<file path="config.mk">
export PLATFORM = sky130hd
export DESIGN_NAME = vcgr_regs
export DESIGN_NICKNAME = d
export VERILOG_FILES = /design/src/design/vcgr_pkg.sv /design/src/design/vcgr_sync3.sv /design/src/design/vcgr_regs.sv
export SDC_FILE = /design/constraint.sdc
export NUM_CORES = 1
export LEC_CHECK = 0
export ABC_AREA = 0
export BUFFER_PORTS_ARGS = -buffer_cell sky130_fd_sc_hd__buf_2
export CORE_MARGIN = 1
export CORE_UTILIZATION = 45
export CTS_CLUSTER_SIZE = 24
export DETAILED_ROUTE_END_ITERATION = 10
export PLACE_DENSITY = 0.79
export SETUP_SLACK_MARGIN = 0.1
export SLEW_MARGIN = 20
export SYNTH_ARGS = -nofsm -noshare
export SYNTH_HDL_FRONTEND = slang
export SYNTH_SLANG_ARGS = --single-unit
</file>
<file path="constraint.sdc">
create_clock -name sys_clk -period 2.63 [get_ports sys_clk]
set_input_delay 0.789 -clock sys_clk [delete_from_list [all_inputs] [get_ports sys_clk]]
set_output_delay 0.789 -clock sys_clk [all_outputs]
set_load 0.005 [all_outputs]
</file>
<file path="src/design/vcgr_pkg.sv">
// Constants for the vendor configuration and pin port register bank.
// Assumes a single 200 MHz clock and a synchronous active-high reset.
package vcgr_pkg;
  localparam logic [7:0] VCGR_OFS_ACK_LAT   = 8'hB0;
  localparam logic [7:0] VCGR_OFS_DRV_MODE  = 8'hB4;
  localparam logic [7:0] VCGR_OFS_PWR_PARAM = 8'hB8;
  localparam logic [7:0] VCGR_OFS_TEST_ONE  = 8'hBC;
  localparam logic [7:0] VCGR_OFS_TEST_TWO  = 8'hC0;
  localparam logic [7:0] VCGR_OFS_TEST_THR  = 8'hC4;
  localparam logic [7:0] VCGR_OFS_STRAP     = 8'hC8;
  localparam logic [7:0] VCGR_OFS_PIN_CTL   = 8'hD8;

  localparam int VCGR_LAT_LSB     = 16;
  localparam int VCGR_LAT_MSB     = 29;
  localparam int VCGR_LAT_EN_BIT  = 30;
  localparam int VCGR_PWR_MSB     = 5;
  localparam int VCGR_PIN_IN_LSB  = 0;
  localparam int VCGR_PIN_DIR_LSB = 8;
  localparam int VCGR_PIN_OUT_LSB = 16;
  localparam int VCGR_PIN_COUNT   = 8;

  localparam logic [13:0] VCGR_LAT_RESET     = 14'h0000;
  localparam logic        VCGR_LAT_EN_RESET  = 1'b0;
  localparam logic [31:0] VCGR_DRV_RESET     = 32'h0000_0000;
  localparam logic [5:0]  VCGR_PWR_RESET     = 6'h00;
  localparam logic [31:0] VCGR_TEST_RESET    = 32'h0000_0000;
  localparam logic [7:0]  VCGR_PIN_RESET     = 8'h00;

  localparam logic [3:0] VCGR_MODE_RS232    = 4'h0;
  localparam logic [3:0] VCGR_MODE_RS422    = 4'h1;
  localparam logic [3:0] VCGR_MODE_RS485_4W = 4'hB;
  localparam logic [3:0] VCGR_MODE_RS485_2W = 4'hF;
endpackage

</file>
<file path="src/design/vcgr_sync3.sv">
// Three-stage synchroniser for an asynchronous input bus.
// Output changes only once the second and third stages agree.
`timescale 1ns/1ps
module vcgr_sync3 #(
  parameter int WIDTH = 1
) (
  input  wire logic             sys_clk,
  input  wire logic             rst,
  input  wire logic [WIDTH-1:0] async_in,
  output logic      [WIDTH-1:0] sync_out
);
  logic [WIDTH-1:0] stage1;
  logic [WIDTH-1:0] stage2;
  logic [WIDTH-1:0] stage3;
  wire  [WIDTH-1:0] agree = ~(stage2 ^ stage3);

  always_ff @(posedge sys_clk)
  begin
    if (rst)
    begin
      stage1   <= '0;
      stage2   <= '0;
      stage3   <= '0;
      sync_out <= '0;
    end
    else
    begin
      stage1   <= async_in;
      stage2   <= stage1;
      stage3   <= stage2;
      sync_out <= (agree & stage3) | (~agree & sync_out);
    end
  end
endmodule

</file>
<file path="src/design/vcgr_regs.sv">
// Vendor configuration register bank with strap copies and an eight-pin port.
// Assumes a plain strobe bus on sys_clk and a nonvolatile loader that pulses
// load_valid with full words after reset.
//
// Notes on behaviour
// - Bits 29:16 of the latency word hold a 14-bit user latency, reset to zero.
// - Bit 30 enables the user latency in place of the built-in default, reset to zero.
// - After reset the loader may overwrite latency, driver, power and strap fields.
// - A driver code of 0, 1, B or F hex selects RS232, RS422, four-wire or two-wire RS485.
// - Driver fields sit at 3:0, 7:4, 11:8 and 31:28, with 27:12 kept as writable storage.
// - The three test words read zero and ignore writes.
// - Strap word bits 0 and 1 show the low and high drive current straps.
// - Strap word bits 5:2 show transmit current straps and 9:6 de-emphasis straps.
// - Bits 11:10 and 13:12 show termination straps, and bits 31:14 read zero.
// - Pin word bits 7:0 read the present pin levels.
// - Pin word bits 15:8 set direction, one meaning output.
// - Pins are driven from bits 23:16 only while their direction bit is one; 31:24 reserved.
//
// The plain strobed port was decided locally.
`timescale 1ns/1ps
module vcgr_regs (
  input  wire logic        sys_clk,
  input  wire logic        rst,
  input  wire logic [7:0]  reg_addr,
  input  wire logic [31:0] reg_wdata,
  input  wire logic        reg_wr,
  input  wire logic        reg_rd,
  output logic      [31:0] reg_rdata,
  input  wire logic        load_valid,
  input  wire logic [7:0]  load_addr,
  input  wire logic [31:0] load_data,
  input  wire logic        low_drive_strap,
  input  wire logic        high_drive_strap,
  input  wire logic [3:0]  tx_current_straps,
  input  wire logic [3:0]  deemphasis_straps,
  input  wire logic [1:0]  rx_termination_straps,
  input  wire logic [1:0]  tx_termination_straps,
  input  wire logic [7:0]  pin_in,
  output logic      [7:0]  pin_out,
  output logic      [7:0]  pin_oe,
  output logic      [13:0] ack_latency_value,
  output logic             ack_latency_user_en,
  output logic      [3:0]  port0_driver_mode,
  output logic      [3:0]  port1_driver_mode,
  output logic      [3:0]  port2_driver_mode,
  output logic      [3:0]  port3_driver_mode,
  output logic      [5:0]  power_parameter_value
);
  logic [13:0] user_latency;
  logic        user_latency_en;
  logic [31:0] serial_driver_mode;
  logic [5:0]  power_parameter;
  logic [13:0] strap_value;
  logic        strap_loaded;
  logic [7:0]  pin_dir;
  logic [7:0]  pin_drive;

  // Straps and pins come from outside the clock domain
  wire  [13:0] strap_raw = {tx_termination_straps, rx_termination_straps, deemphasis_straps,
                            tx_current_straps, high_drive_strap, low_drive_strap};
  logic [13:0] strap_sync;
  logic [7:0]  pin_sync;

  vcgr_sync3 #(.WIDTH(14)) u_strap_sync (
    .sys_clk  (sys_clk),
    .rst      (rst),
    .async_in (strap_raw),
    .sync_out (strap_sync)
  );

  vcgr_sync3 #(.WIDTH(8)) u_pin_sync (
    .sys_clk  (sys_clk),
    .rst      (rst),
    .async_in (pin_in),
    .sync_out (pin_sync)
  );

  wire wr_lat   = reg_wr && reg_addr == vcgr_pkg::VCGR_OFS_ACK_LAT;
  wire wr_drv   = reg_wr && reg_addr == vcgr_pkg::VCGR_OFS_DRV_MODE;
  wire wr_pwr   = reg_wr && reg_addr == vcgr_pkg::VCGR_OFS_PWR_PARAM;
  wire wr_pin   = reg_wr && reg_addr == vcgr_pkg::VCGR_OFS_PIN_CTL;
  wire ld_lat   = load_valid && load_addr == vcgr_pkg::VCGR_OFS_ACK_LAT;
  wire ld_drv   = load_valid && load_addr == vcgr_pkg::VCGR_OFS_DRV_MODE;
  wire ld_pwr   = load_valid && load_addr == vcgr_pkg::VCGR_OFS_PWR_PARAM;
  wire ld_strap = load_valid && load_addr == vcgr_pkg::VCGR_OFS_STRAP;

  // Software write wins over a loader word landing in the same cycle
  wire [31:0] lat_src = wr_lat ? reg_wdata : load_data;
  wire [31:0] drv_src = wr_drv ? reg_wdata : load_data;
  wire [31:0] pwr_src = wr_pwr ? reg_wdata : load_data;

  always_ff @(posedge sys_clk)
  begin
    if (rst)
    begin
      user_latency    <= vcgr_pkg::VCGR_LAT_RESET;
      user_latency_en <= vcgr_pkg::VCGR_LAT_EN_RESET;
    end
    else if (wr_lat || ld_lat)
    begin
      user_latency    <= lat_src[vcgr_pkg::VCGR_LAT_MSB:vcgr_pkg::VCGR_LAT_LSB];
      user_latency_en <= lat_src[vcgr_pkg::VCGR_LAT_EN_BIT];
    end
  end

  // Reserved bits 27:12 share the word, so one register keeps them with the fields
  always_ff @(posedge sys_clk)
  begin
    if (rst)
      serial_driver_mode <= vcgr_pkg::VCGR_DRV_RESET;
    else if (wr_drv || ld_drv)
      serial_driver_mode <= drv_src;
  end

  always_ff @(posedge sys_clk)
  begin
    if (rst)
      power_parameter <= vcgr_pkg::VCGR_PWR_RESET;
    else if (wr_pwr || ld_pwr)
      power_parameter <= pwr_src[vcgr_pkg::VCGR_PWR_MSB:0];
  end

  // A loaded strap word replaces the pin copy until the next reset
  always_ff @(posedge sys_clk)
  begin
    if (rst)
    begin
      strap_loaded <= 1'b0;
      strap_value  <= 14'h0000;
    end
    else if (ld_strap)
    begin
      strap_loaded <= 1'b1;
      strap_value  <= load_data[13:0];
    end
  end

  always_ff @(posedge sys_clk)
  begin
    if (rst)
    begin
      pin_dir   <= vcgr_pkg::VCGR_PIN_RESET;
      pin_drive <= vcgr_pkg::VCGR_PIN_RESET;
    end
    else if (wr_pin)
    begin
      pin_dir   <= reg_wdata[vcgr_pkg::VCGR_PIN_DIR_LSB +: vcgr_pkg::VCGR_PIN_COUNT];
      pin_drive <= reg_wdata[vcgr_pkg::VCGR_PIN_OUT_LSB +: vcgr_pkg::VCGR_PIN_COUNT];
    end
  end

  // Output pins driven from flops; enable low leaves the pin floating
  always_ff @(posedge sys_clk)
  begin
    if (rst)
    begin
      pin_out <= 8'h00;
      pin_oe  <= 8'h00;
    end
    else
    begin
      pin_out <= pin_drive & pin_dir;
      pin_oe  <= pin_dir;
    end
  end

  wire [13:0] strap_view = strap_loaded ? strap_value : strap_sync;
  wire [31:0] lat_word   = {1'b0, user_latency_en, user_latency, 16'h0000};
  wire [31:0] pwr_word   = {26'h0, power_parameter};
  wire [31:0] strap_word = {18'h0, strap_view};
  wire [31:0] pin_word   = {8'h00, pin_drive, pin_dir, pin_sync};

  // One-hot read selects; an unmapped offset selects nothing and reads zero
  wire sel_lat   = reg_addr == vcgr_pkg::VCGR_OFS_ACK_LAT;
  wire sel_drv   = reg_addr == vcgr_pkg::VCGR_OFS_DRV_MODE;
  wire sel_pwr   = reg_addr == vcgr_pkg::VCGR_OFS_PWR_PARAM;
  wire sel_test  = reg_addr == vcgr_pkg::VCGR_OFS_TEST_ONE ||
                   reg_addr == vcgr_pkg::VCGR_OFS_TEST_TWO ||
                   reg_addr == vcgr_pkg::VCGR_OFS_TEST_THR;
  wire sel_strap = reg_addr == vcgr_pkg::VCGR_OFS_STRAP;
  wire sel_pin   = reg_addr == vcgr_pkg::VCGR_OFS_PIN_CTL;

  wire [31:0] next_rdata = ({32{sel_lat}}   & lat_word)
                         | ({32{sel_drv}}   & serial_driver_mode)
                         | ({32{sel_pwr}}   & pwr_word)
                         | ({32{sel_test}}  & vcgr_pkg::VCGR_TEST_RESET)
                         | ({32{sel_strap}} & strap_word)
                         | ({32{sel_pin}}   & pin_word);

  // Read data valid only the cycle after the strobe
  always_ff @(posedge sys_clk)
  begin
    if (rst)
      reg_rdata <= 32'h0000_0000;
    else if (reg_rd)
      reg_rdata <= next_rdata;
    else
      reg_rdata <= 32'h0000_0000;
  end

  // Latency value stays programmed even while the enable is low
  assign ack_latency_value   = user_latency;
  assign ack_latency_user_en = user_latency_en;
  // Codes outside the four documented ones are stored and passed on untouched
  assign port0_driver_mode   = serial_driver_mode[3:0];
  assign port1_driver_mode   = serial_driver_mode[7:4];
  assign port2_driver_mode   = serial_driver_mode[11:8];
  assign port3_driver_mode   = serial_driver_mode[31:28];
  assign power_parameter_value = power_parameter;
endmodule

</file>
* Word level (Yosys, flattened, before mapping) *
Cells that the tools add are included.

word-level totals
  bits in registers = 220
  input bits = 107

operators by class
  bitwise gates (word level) = 23
  equality and inequality tests = 9
  reductions and logical operators = 12
  muxes and demuxes = 4

operators with widths
  operator            number
  $or 32x32->32       4
  $eq 8x8->1 const B  9
  $and 32x14->32      1
  $and 32x24->32      1
  $and 32x31->32      1
  $and 32x32->32      1
  $and 32x6->32       1
  $mux 32             1
  $mux 31             1
  $and 14x14->14      2
  $not 14->14         2
  $and 8x8->8         3
  $not 8->8           2
  $mux 14             1
  $or 14x14->14       1
  $xor 14x14->14      1
  $logic_and 1x1->1   8
  $or 8x8->8          1
  $xor 8x8->8         1
  $mux 6              1
  $logic_or 1x1->1    3
  $reduce_or 2->1     1
  $not 1->1           1

* Longest topological paths before layout *
Gate-level depths: netlist of the first run.

  depth in word-level cells = 6
  depth in mapped cells = 7
  mapped depth without buffers = 4

* By module *
Synthesis of the first run repeated with hierarchy kept, for this count alone.

second synthesis, totals
  cells, all modules = 799
  area, all modules = 8141.6 sq um

modules (own cells, without submodules)
  module                     cells an instance  seq. area each (sq um)  area each (sq um)  instances
  vcgr_regs                  570                2642.5                  5584.1             1
  vcgr_sync3 (u_strap_sync)  146                1121.1                  1634.1             1
  vcgr_sync3 (u_pin_sync)    83                 640.6                   923.4              1

* Worst setup path before layout of the first run *
Ideal clock, no wire load.

  kind = input port to flip-flop
  from = input load_addr[1]
  to = register user_latency[10], in the netlist ack_latency_value[10]
  required time = 2.492 ns
  stages = 5
  path buffers = 1
  slack = 0.461 ns
  arrival time = 2.031 ns
  cell sequence = or3_4 -> nor4_4 -> buf_6 -> mux2i_1 -> a211oi_1

between the ends
  cells in the longest elaborated chain, start to end = 3

ends and longest elaborated chain
  what                  line              RTL
  start, declared       vcgr_regs.sv:30   input wire logic [7:0] load_addr,
  $eq 8x8->1            vcgr_regs.sv:82   wire ld_lat = load_valid && load_addr == vcgr_pkg::VCGR_OFS_ACK_LAT;
  $logic_and 1x1->1     vcgr_regs.sv:82
  $logic_or 1x1->1      vcgr_regs.sv:99   else if (wr_lat || ld_lat)
  end signal, assigned  vcgr_regs.sv:96   user_latency <= vcgr_pkg::VCGR_LAT_RESET;
  end signal, assigned  vcgr_regs.sv:101  user_latency <= lat_src[vcgr_pkg::VCGR_LAT_MSB:vcgr_pkg::VCGR_LAT_LSB];
  end, declared         vcgr_regs.sv:49   logic [13:0] user_latency;

No other way between the ends.
A chain may end at the register's enable or synchronous reset.

* Worst setup path in the final report of the first run *
  from = input reg_addr[5]
  to = register serial_driver_mode[27]

between the ends
  cells in the longest elaborated chain, start to end = 3
  elaborated cells on any way between the ends = 4
  classes of those cells = eq/ne (1); mux (1); reduce/logical (2)

ends and longest elaborated chain
  what                                                line                               RTL
  start, declared                                     vcgr_regs.sv:24                    input wire logic [7:0] reg_addr,
  $eq 8x8->1 *                                        vcgr_regs.sv:79                    wire wr_drv = reg_wr && reg_addr == vcgr_pkg::VCGR_OFS_DRV_MODE;
  $logic_and 1x1->1 *                                 vcgr_regs.sv:79
  $mux 32 / $logic_or 1x1->1 (equally long branches)  vcgr_regs.sv:89, vcgr_regs.sv:111
  end signal, assigned                                vcgr_regs.sv:110                   serial_driver_mode <= vcgr_pkg::VCGR_DRV_RESET;
  end signal, assigned                                vcgr_regs.sv:112                   serial_driver_mode <= drv_src;
  end, declared                                       vcgr_regs.sv:51                    logic [31:0] serial_driver_mode;

Mark *: on every way between the ends. The rest lies on a longest branch, timed or not.

==> results.md, run 1 <==
- Min Tclk post-route: ~1.9 ns
- Core Area: roughly 17000 sq um
- Fin crit share: 0.736
- ANT cells: 0
- Dpl cells: 1203
- HP Class: reg2reg
- CP Capture Type: register
- Max Buffers Root-to-Sink: 3
- Root Driver: clkbuf_16
- Worst EP arrival: about 2.3 ns
- M1 GR Usage: 0.266
- Vias in the first global route: roughly 6200
- Clock-pin slew on the worst setup and hold paths: ~0.06 ns
- # DRC: 0
- First-pass GRT wire length: around 32 mm
- Io pins: roughly 190
- GP Congestion: just over 0.8
- Gr usage total: 0.216
- Routed wire length: about 21 mm
- Remaining Overflow, GRT: 0
- Gr busiest metal: met2
- Post-synth top cells: 220 x dfxtp_1, 98 x nand2_1, 81 x nor2_1
- Reg2reg path depth: 3
- Async SR Flop Fraction: 0
- Syn Area/Cell: a little under 10 sq um
- Initial core utilization: 0.466
- Final hold vios: 0
- Crit path required time: approximately 3.0 ns
- Area leader, netlist: dfxtp_1
- Max_cap viols: 0
- FP Rows: 48
- Unrepaired setup endpoints after global routing: false
- Status: completed
- Synth area leaders: dfxtp_1 54%, nor2b_1 5.8%, mux2i_1 5.5%
- Unique masters post-synth: 36
- Post-CTS Resized: 0
- Top FF cell, synth: dfxtp_1
- Tot Pwr: approximately 7 mW
- Slew headroom: 0.624
- Final setup viols: 0
- Clock Skew: 0.00758 ns
- TNS Setup: 0 ns
- Die height: 137 microns
- Sequential share of the synthesized area: 0.541
- Worst Path Class, Setup: in2reg
- Initial antenna violation count: 0
- Clock sinks: between 200 and 250
- WHS: 0.436 ns
- Total number of vias: 6636
- Most frequent cell after synthesis: dfxtp_1
- Peak VDD IR: between 0.4 and 0.5 mV
- Met2 Use GR: 0.374
- HPWL Detailed: about 14 mm
- Power Dens Cells: about 690 nW/um^2
- CP max FO: 52
- Worst skew pair latency: slightly below 0.5 ns
- Post-route ant nets: 0
- Synth warn: 0
- Leak: just over 4 nW
- #FFs+latches synth: 220
- Grt met3 use: 0.0348
- Slew Limit Fails: 0
- Area grow syn2layout: 22.6%
- Die Wd: 137 microns
- Syn_nets: approximately 950
- Post-DR wirelength/cell: between 15 and 20 microns
- Non-Filler Instances: 1240
- Share of cells above drive strength 1: 0.264
- Hold_sp: u_strap_sync.stage1[10]
- First-pass DRT Iterations: 7
- Number of synthesized flops with an enable pin: 0
- Cell Area, Synth: ~8100 sq um
- Synth top area share: 0.541
- Least-Margin Pin Slew: 0.556 ns
- # port buffers: between 150 and 200
- H-Tree Depth: 1
- Largest net degree at the start of global routing: 98
- # fillers: around 1600
- Area occupied by multi-input gates: about 3400 sq um
- R2r startpoint: strap_loaded
- CTS tree: yes
- Hold Path Stages: 1
- Die Footprint: between 15000 and 20000 sq um
- Crit. Startpoint: reg_addr[5]
- Reg area: ~4400 sq um
- Startpoint types: primary input
- Fin nets: about 1100
- Syn Inst Count: 838
- Total setup buffers inserted after CTS: 0
- FMAX: 0.517 GHz
- Num CTS Buffers: 22
- Via density: around 5.4
- Drt first-iter violations: 477
- Hold-fix buffers, CTS: 0
-- critical path: stages --
cell and delay, ns:
buf_2 0.13, and4b_1 0.33, nand3_2 0.13, buf_4 0.46, nor2_1 0.11, a311oi_1 0.34
-- stage by stage --
stage               area (sq um)   util  setup slack (ns)
floorplan                   8140      -             0.461
global placement            9240  0.529             0.378
detailed placement          9240  0.529             0.269
CTS                         9990  0.571             0.725
global route                9990  0.571             0.547
finish                      9990  0.571             0.694
-- layout by cell type, fill, tap and decap left out, types with 2 or more instances in the layout --
cell type  netlist  layout
and4b_1          4       4
mux2i_1         45      45
and2_1           9      10
a22o_1          12      12
nand3_1         23      22
mux2_2          14      14
nand2_1         98      98
o21ai_0         22      22
a22oi_1         30      30
or4_1            2       2
buf_2           10     190
a31oi_1          6       6
inv_1            3       3
clkbuf_16        0      23
dfxtp_1        220     220
buf_4           18      16
nor4_4           3       3
nor2_1          81      81
bufinv_16        0       2
o21bai_1         4       4
nor4b_4          3       3
clkbuf_8         0       6
a311oi_1        18      18
clkbuf_1        42       3
nand4b_1         2       2
buf_12           0       4
clkinv_2         0       2
a211oi_1        31      31
a21oi_1         50      50
nor2b_1         76      76
-- sequential cells by signal, summed over array words and instances (netlist names), 14 cells and up, named ones only --
register / flops
serial_driver_mode: 32
strap_value: 14
u_strap_sync.stage2: 14
reg_rdata: 32
u_strap_sync.stage1: 14
u_strap_sync.stage3: 14
ack_latency_value: 14
-- per-layer routing --
metal	wire [microns]	vias up
li1	-	3221
met1	8700	3099
met2	9880	255
met3	1360	61
met4	693	0
met5	0	-
-- logic make-up (layout without fill, tap and decap cells) --
logic type	Yosys count	after routing	share of synthesized area
AO/OA/AOI/OAI	174	174	0.142
buffers and inverters	74	251	0.0449
flip-flops	220	220	0.541
multiplexers	59	59	0.0747
AND/OR/NAND/NOR	311	311	0.197
-- final timing paths --
kind	to	slack [ns]
max	serial_driver_mode[27]	0.69
min	u_strap_sync.stage2[10]	0.44
max reg2reg	reg_rdata[5]	1.25
min reg2reg	u_strap_sync.stage2[10]	0.44
-- power breakdown --
part	internal, mW	total [mW]	switching [mW]	leakage (nW)
Sequential	3.38	3.40	0.0196	1.78
Combinational	0.112	0.260	0.148	1.91
Clock	1.95	3.20	1.25	0.371
Total	5.44	6.86	1.41	4.06
-- layout make-up --
cell class | instances | area share
inverters | 3 | 0.00113
multi-input cells | 544 | 0.338
repair buffers | 211 | 0.116
flip-flops and latches | 220 | 0.441
clock inverters | 5 | 0.00789
clock buffers | 32 | 0.0670
well taps | 225 | 0.0282
No activity file was read; power rests on OpenSTA's default activity.
==> run 2: changes to the inputs <==
--- a/config.mk
+++ b/config.mk
@@ -5,13 +5,13 @@
 export SDC_FILE = /design/constraint.sdc
 export NUM_CORES = 1
 export LEC_CHECK = 0
-export ABC_AREA = 0
+export ABC_AREA = 1
 export BUFFER_PORTS_ARGS = -buffer_cell sky130_fd_sc_hd__buf_2
 export CORE_MARGIN = 1
 export CORE_UTILIZATION = 45
 export CTS_CLUSTER_SIZE = 24
 export DETAILED_ROUTE_END_ITERATION = 10
-export PLACE_DENSITY = 0.79
+export PLACE_DENSITY = 0.81
 export SETUP_SLACK_MARGIN = 0.1
 export SLEW_MARGIN = 20
 export SYNTH_ARGS = -nofsm -noshare
==> constraint.sdc (replaced) <==
create_clock -name sys_clk -period 1.7 [get_ports sys_clk]
set_input_delay 0.51 -clock sys_clk [delete_from_list [all_inputs] [get_ports sys_clk]]
set_output_delay 0.51 -clock sys_clk [all_outputs]
set_load 0.005 [all_outputs]
==> run 2 against run 1 <==
Critical path depth down 5. Flip-flop and latch count unchanged. Register-to-register slack lost 0.71 ns. First-iteration DRC count increased by 45%. Critical endpoint is now ack_latency_value[3]. Cell count rose by 35%. Via count up 22%. Non-clock buffer count up 25. Largest cell class unchanged. Die area grew 7.9%. Sequential share of layout area fell by 3.9 points. Clock-buffer cell count is the same. Global-route usage up 1.4 points.
==> results.md, run 2 <==
- Largest regs: reg_rdata x32, serial_driver_mode x32
- Most frequent cells in the layout: 257 x nand2_1, 241 x nor2_1, 216 x dfxtp_1
- First-pass GRT wire length: between 30 and 40 mm
- Most frequent cell after synthesis: nand2_1
- Post-synth top cells: 257 x nand2_1, 241 x nor2_1, 220 x dfxtp_1
- Post-DR wirelength/cell: 13.8 microns
- Max Buffers Root-to-Sink: 3
- Dpl cells: 1630
- Clock Skew: 0.0143 ns
- Total number of vias: ~8100
- Max_cap viols: 0
- CP max FO: 3
- # DRC: 0
- FP Rows: 50
- Gr usage total: 0.231
- Initial core utilization: 0.464
- GP Congestion: about 0.90
- Syn Inst Count: ~1200
- Area leader, netlist: dfxtp_1
- Syn_nets: 1317
- Leak: between 5 and 6 nW
- # port buffers: 191
- Worst Path Class, Setup: reg2out
- Status: completed
- Crit path max-delay cell type: dfxtp_1
- Fin nets: approximately 1500
- Die height: 142 microns
- Synth area leaders: dfxtp_1 50%, nand2_1 11%, nor2_1 10%
- Unrepaired setup endpoints after global routing: false
- # fillers: around 1700
- Slew headroom: 0.635
- Largest net degree at the start of global routing: 112
- Async SR Flop Fraction: 0
- TNS Setup: 0 ns
- Power Dens Cells: 1020 nW/um^2
- Top FF cell, synth: dfxtp_1
- Routed wire length: 23.1 mm
- Clock-pin slew on the worst setup and hold paths: 0.06 ns
- #FFs+latches synth: 220
- Slew Limit Fails: 0
- Crit path required time: about 1.2 ns
- Fin crit share: 0.916
- Io pins: 192
- Die Footprint: between 20000 and 25000 sq um
- Clock sinks: 220
- Synth warn: 0
- HP Class: in2reg
- Number of synthesized flops with an enable pin: 0
- Non-Filler Instances: roughly 1700
- Area grow syn2layout: 24.8%
- FMAX: between 0.6 and 0.7 GHz
- Root Driver: clkbuf_16
- Unique masters post-synth: 28
- Post-route ant nets: 0
- Worst-path cell chain: buf_2
- Share of cells above drive strength 1: 0.215
- Cell Area, Synth: around 8800 sq um
- Hold-fix buffers, CTS: 0
- Sequential share of the synthesized area: 0.501
- Remaining Overflow, GRT: 0
- Via density: ~4.8
- Final hold vios: 0
- Syn Area/Cell: 7.27 sq um
- Die Wd: 142 microns
- Commonest non-fill, non-tap cell in the layout: nand2_1
- CP Capture Type: primary output
- Min Tclk post-route: about 1.6 ns
- Worst path top cell family by delay: flip-flops
- Initial antenna violation count: 2
- Worst EP arrival: 1.05 ns
- Startpoint types: register
- Num CTS Buffers: 23
- HPWL Detailed: 16.0 mm
- CTS tree: yes
- Tot Pwr: roughly 11 mW
- Worst skew pair latency: ~0.51 ns
- Total setup buffers inserted after CTS: 0
- Max incr delay on CP: slightly below 0.4 ns
- CP Buf/Inv Count: 1
- Peak VDD IR: approximately 0.65 mV
- H-Tree Depth: 1
- Drt first-iter violations: 690
- Synth top area share: 0.501
- First-pass DRT Iterations: 6
- Vias in the first global route: ~7300
- Core Area: approximately 19000 sq um
- Least-Margin Pin Slew: between 0.5 and 0.6 ns
- Final setup viols: 0
## run 2: per-layer routing
layer,part of all wire,global-route usage,up-vias
li1,-,-,4072
met3,0.083,0.0493,60
met4,0.027,0.0713,0
met1,0.42,0.286,3658
met2,0.47,0.400,322
met5,0,0,-
## run 2: final cells by class
class	count	area (sq um)	area share
sequential	220	4410	0.402
inverter	159	597	0.0544
clock inverter	10	160	0.0146
antenna	3	7.51	0.000684
multi-input combinational	755	3320	0.302
timing repair buffer	236	1480	0.135
clock buffer	32	669	0.0610
tap	260	325	0.0297
## run 2: power breakdown
group,internal (mW),switching [mW]
combinational,0.212,0.312
clock,3.36,2.03
sequential,5.23,0.0309
total,8.80,2.38
## run 2: stage by stage
| step | instance area [sq um] | hold WS (ns) | setup WS, ns | util |
|---|---|---|---|---|
| after CTS | 11000 | 0.182 | 0.110 | 0.578 |
| after global placement | 10100 | 0.391 | -0.0629 | 0.534 |
| final | 11000 | 0.197 | 0.143 | 0.579 |
| after floorplan | 8790 | 0.388 | 0.191 | - |
| after global routing | 11000 | 0.190 | 0.104 | 0.578 |
| after detailed placement | 10100 | 0.392 | -0.108 | 0.534 |
## run 2: final timing paths
path,start,endpoint,slack (ns),cells after the start
setup / recovery,ack_latency_value[3],ack_latency_value[3],0.14,1
hold / removal,tx_current_straps[3],u_strap_sync.stage1[5],0.20,3
setup reg to reg,strap_loaded,reg_rdata[2],0.54,6
hold reg to reg,u_strap_sync.stage1[5],u_strap_sync.stage2[5],0.40,2
## run 2: cells by family (layout without fill, tap and decap cells)
logic type	Yosys count	count (layout)	synth area share
AND/OR/NAND/NOR	577	577	0.269
AO/OA/AOI/OAI	178	178	0.108
flip-flops	220	220	0.501
other	0	3	0
buffers and inverters	235	437	0.122
## run 2: what timing repair did
item | CTS | global route
setup endpoints to repair | 2 | 2
gates resized for setup | 2 | 2
pin swaps | 0 | 0
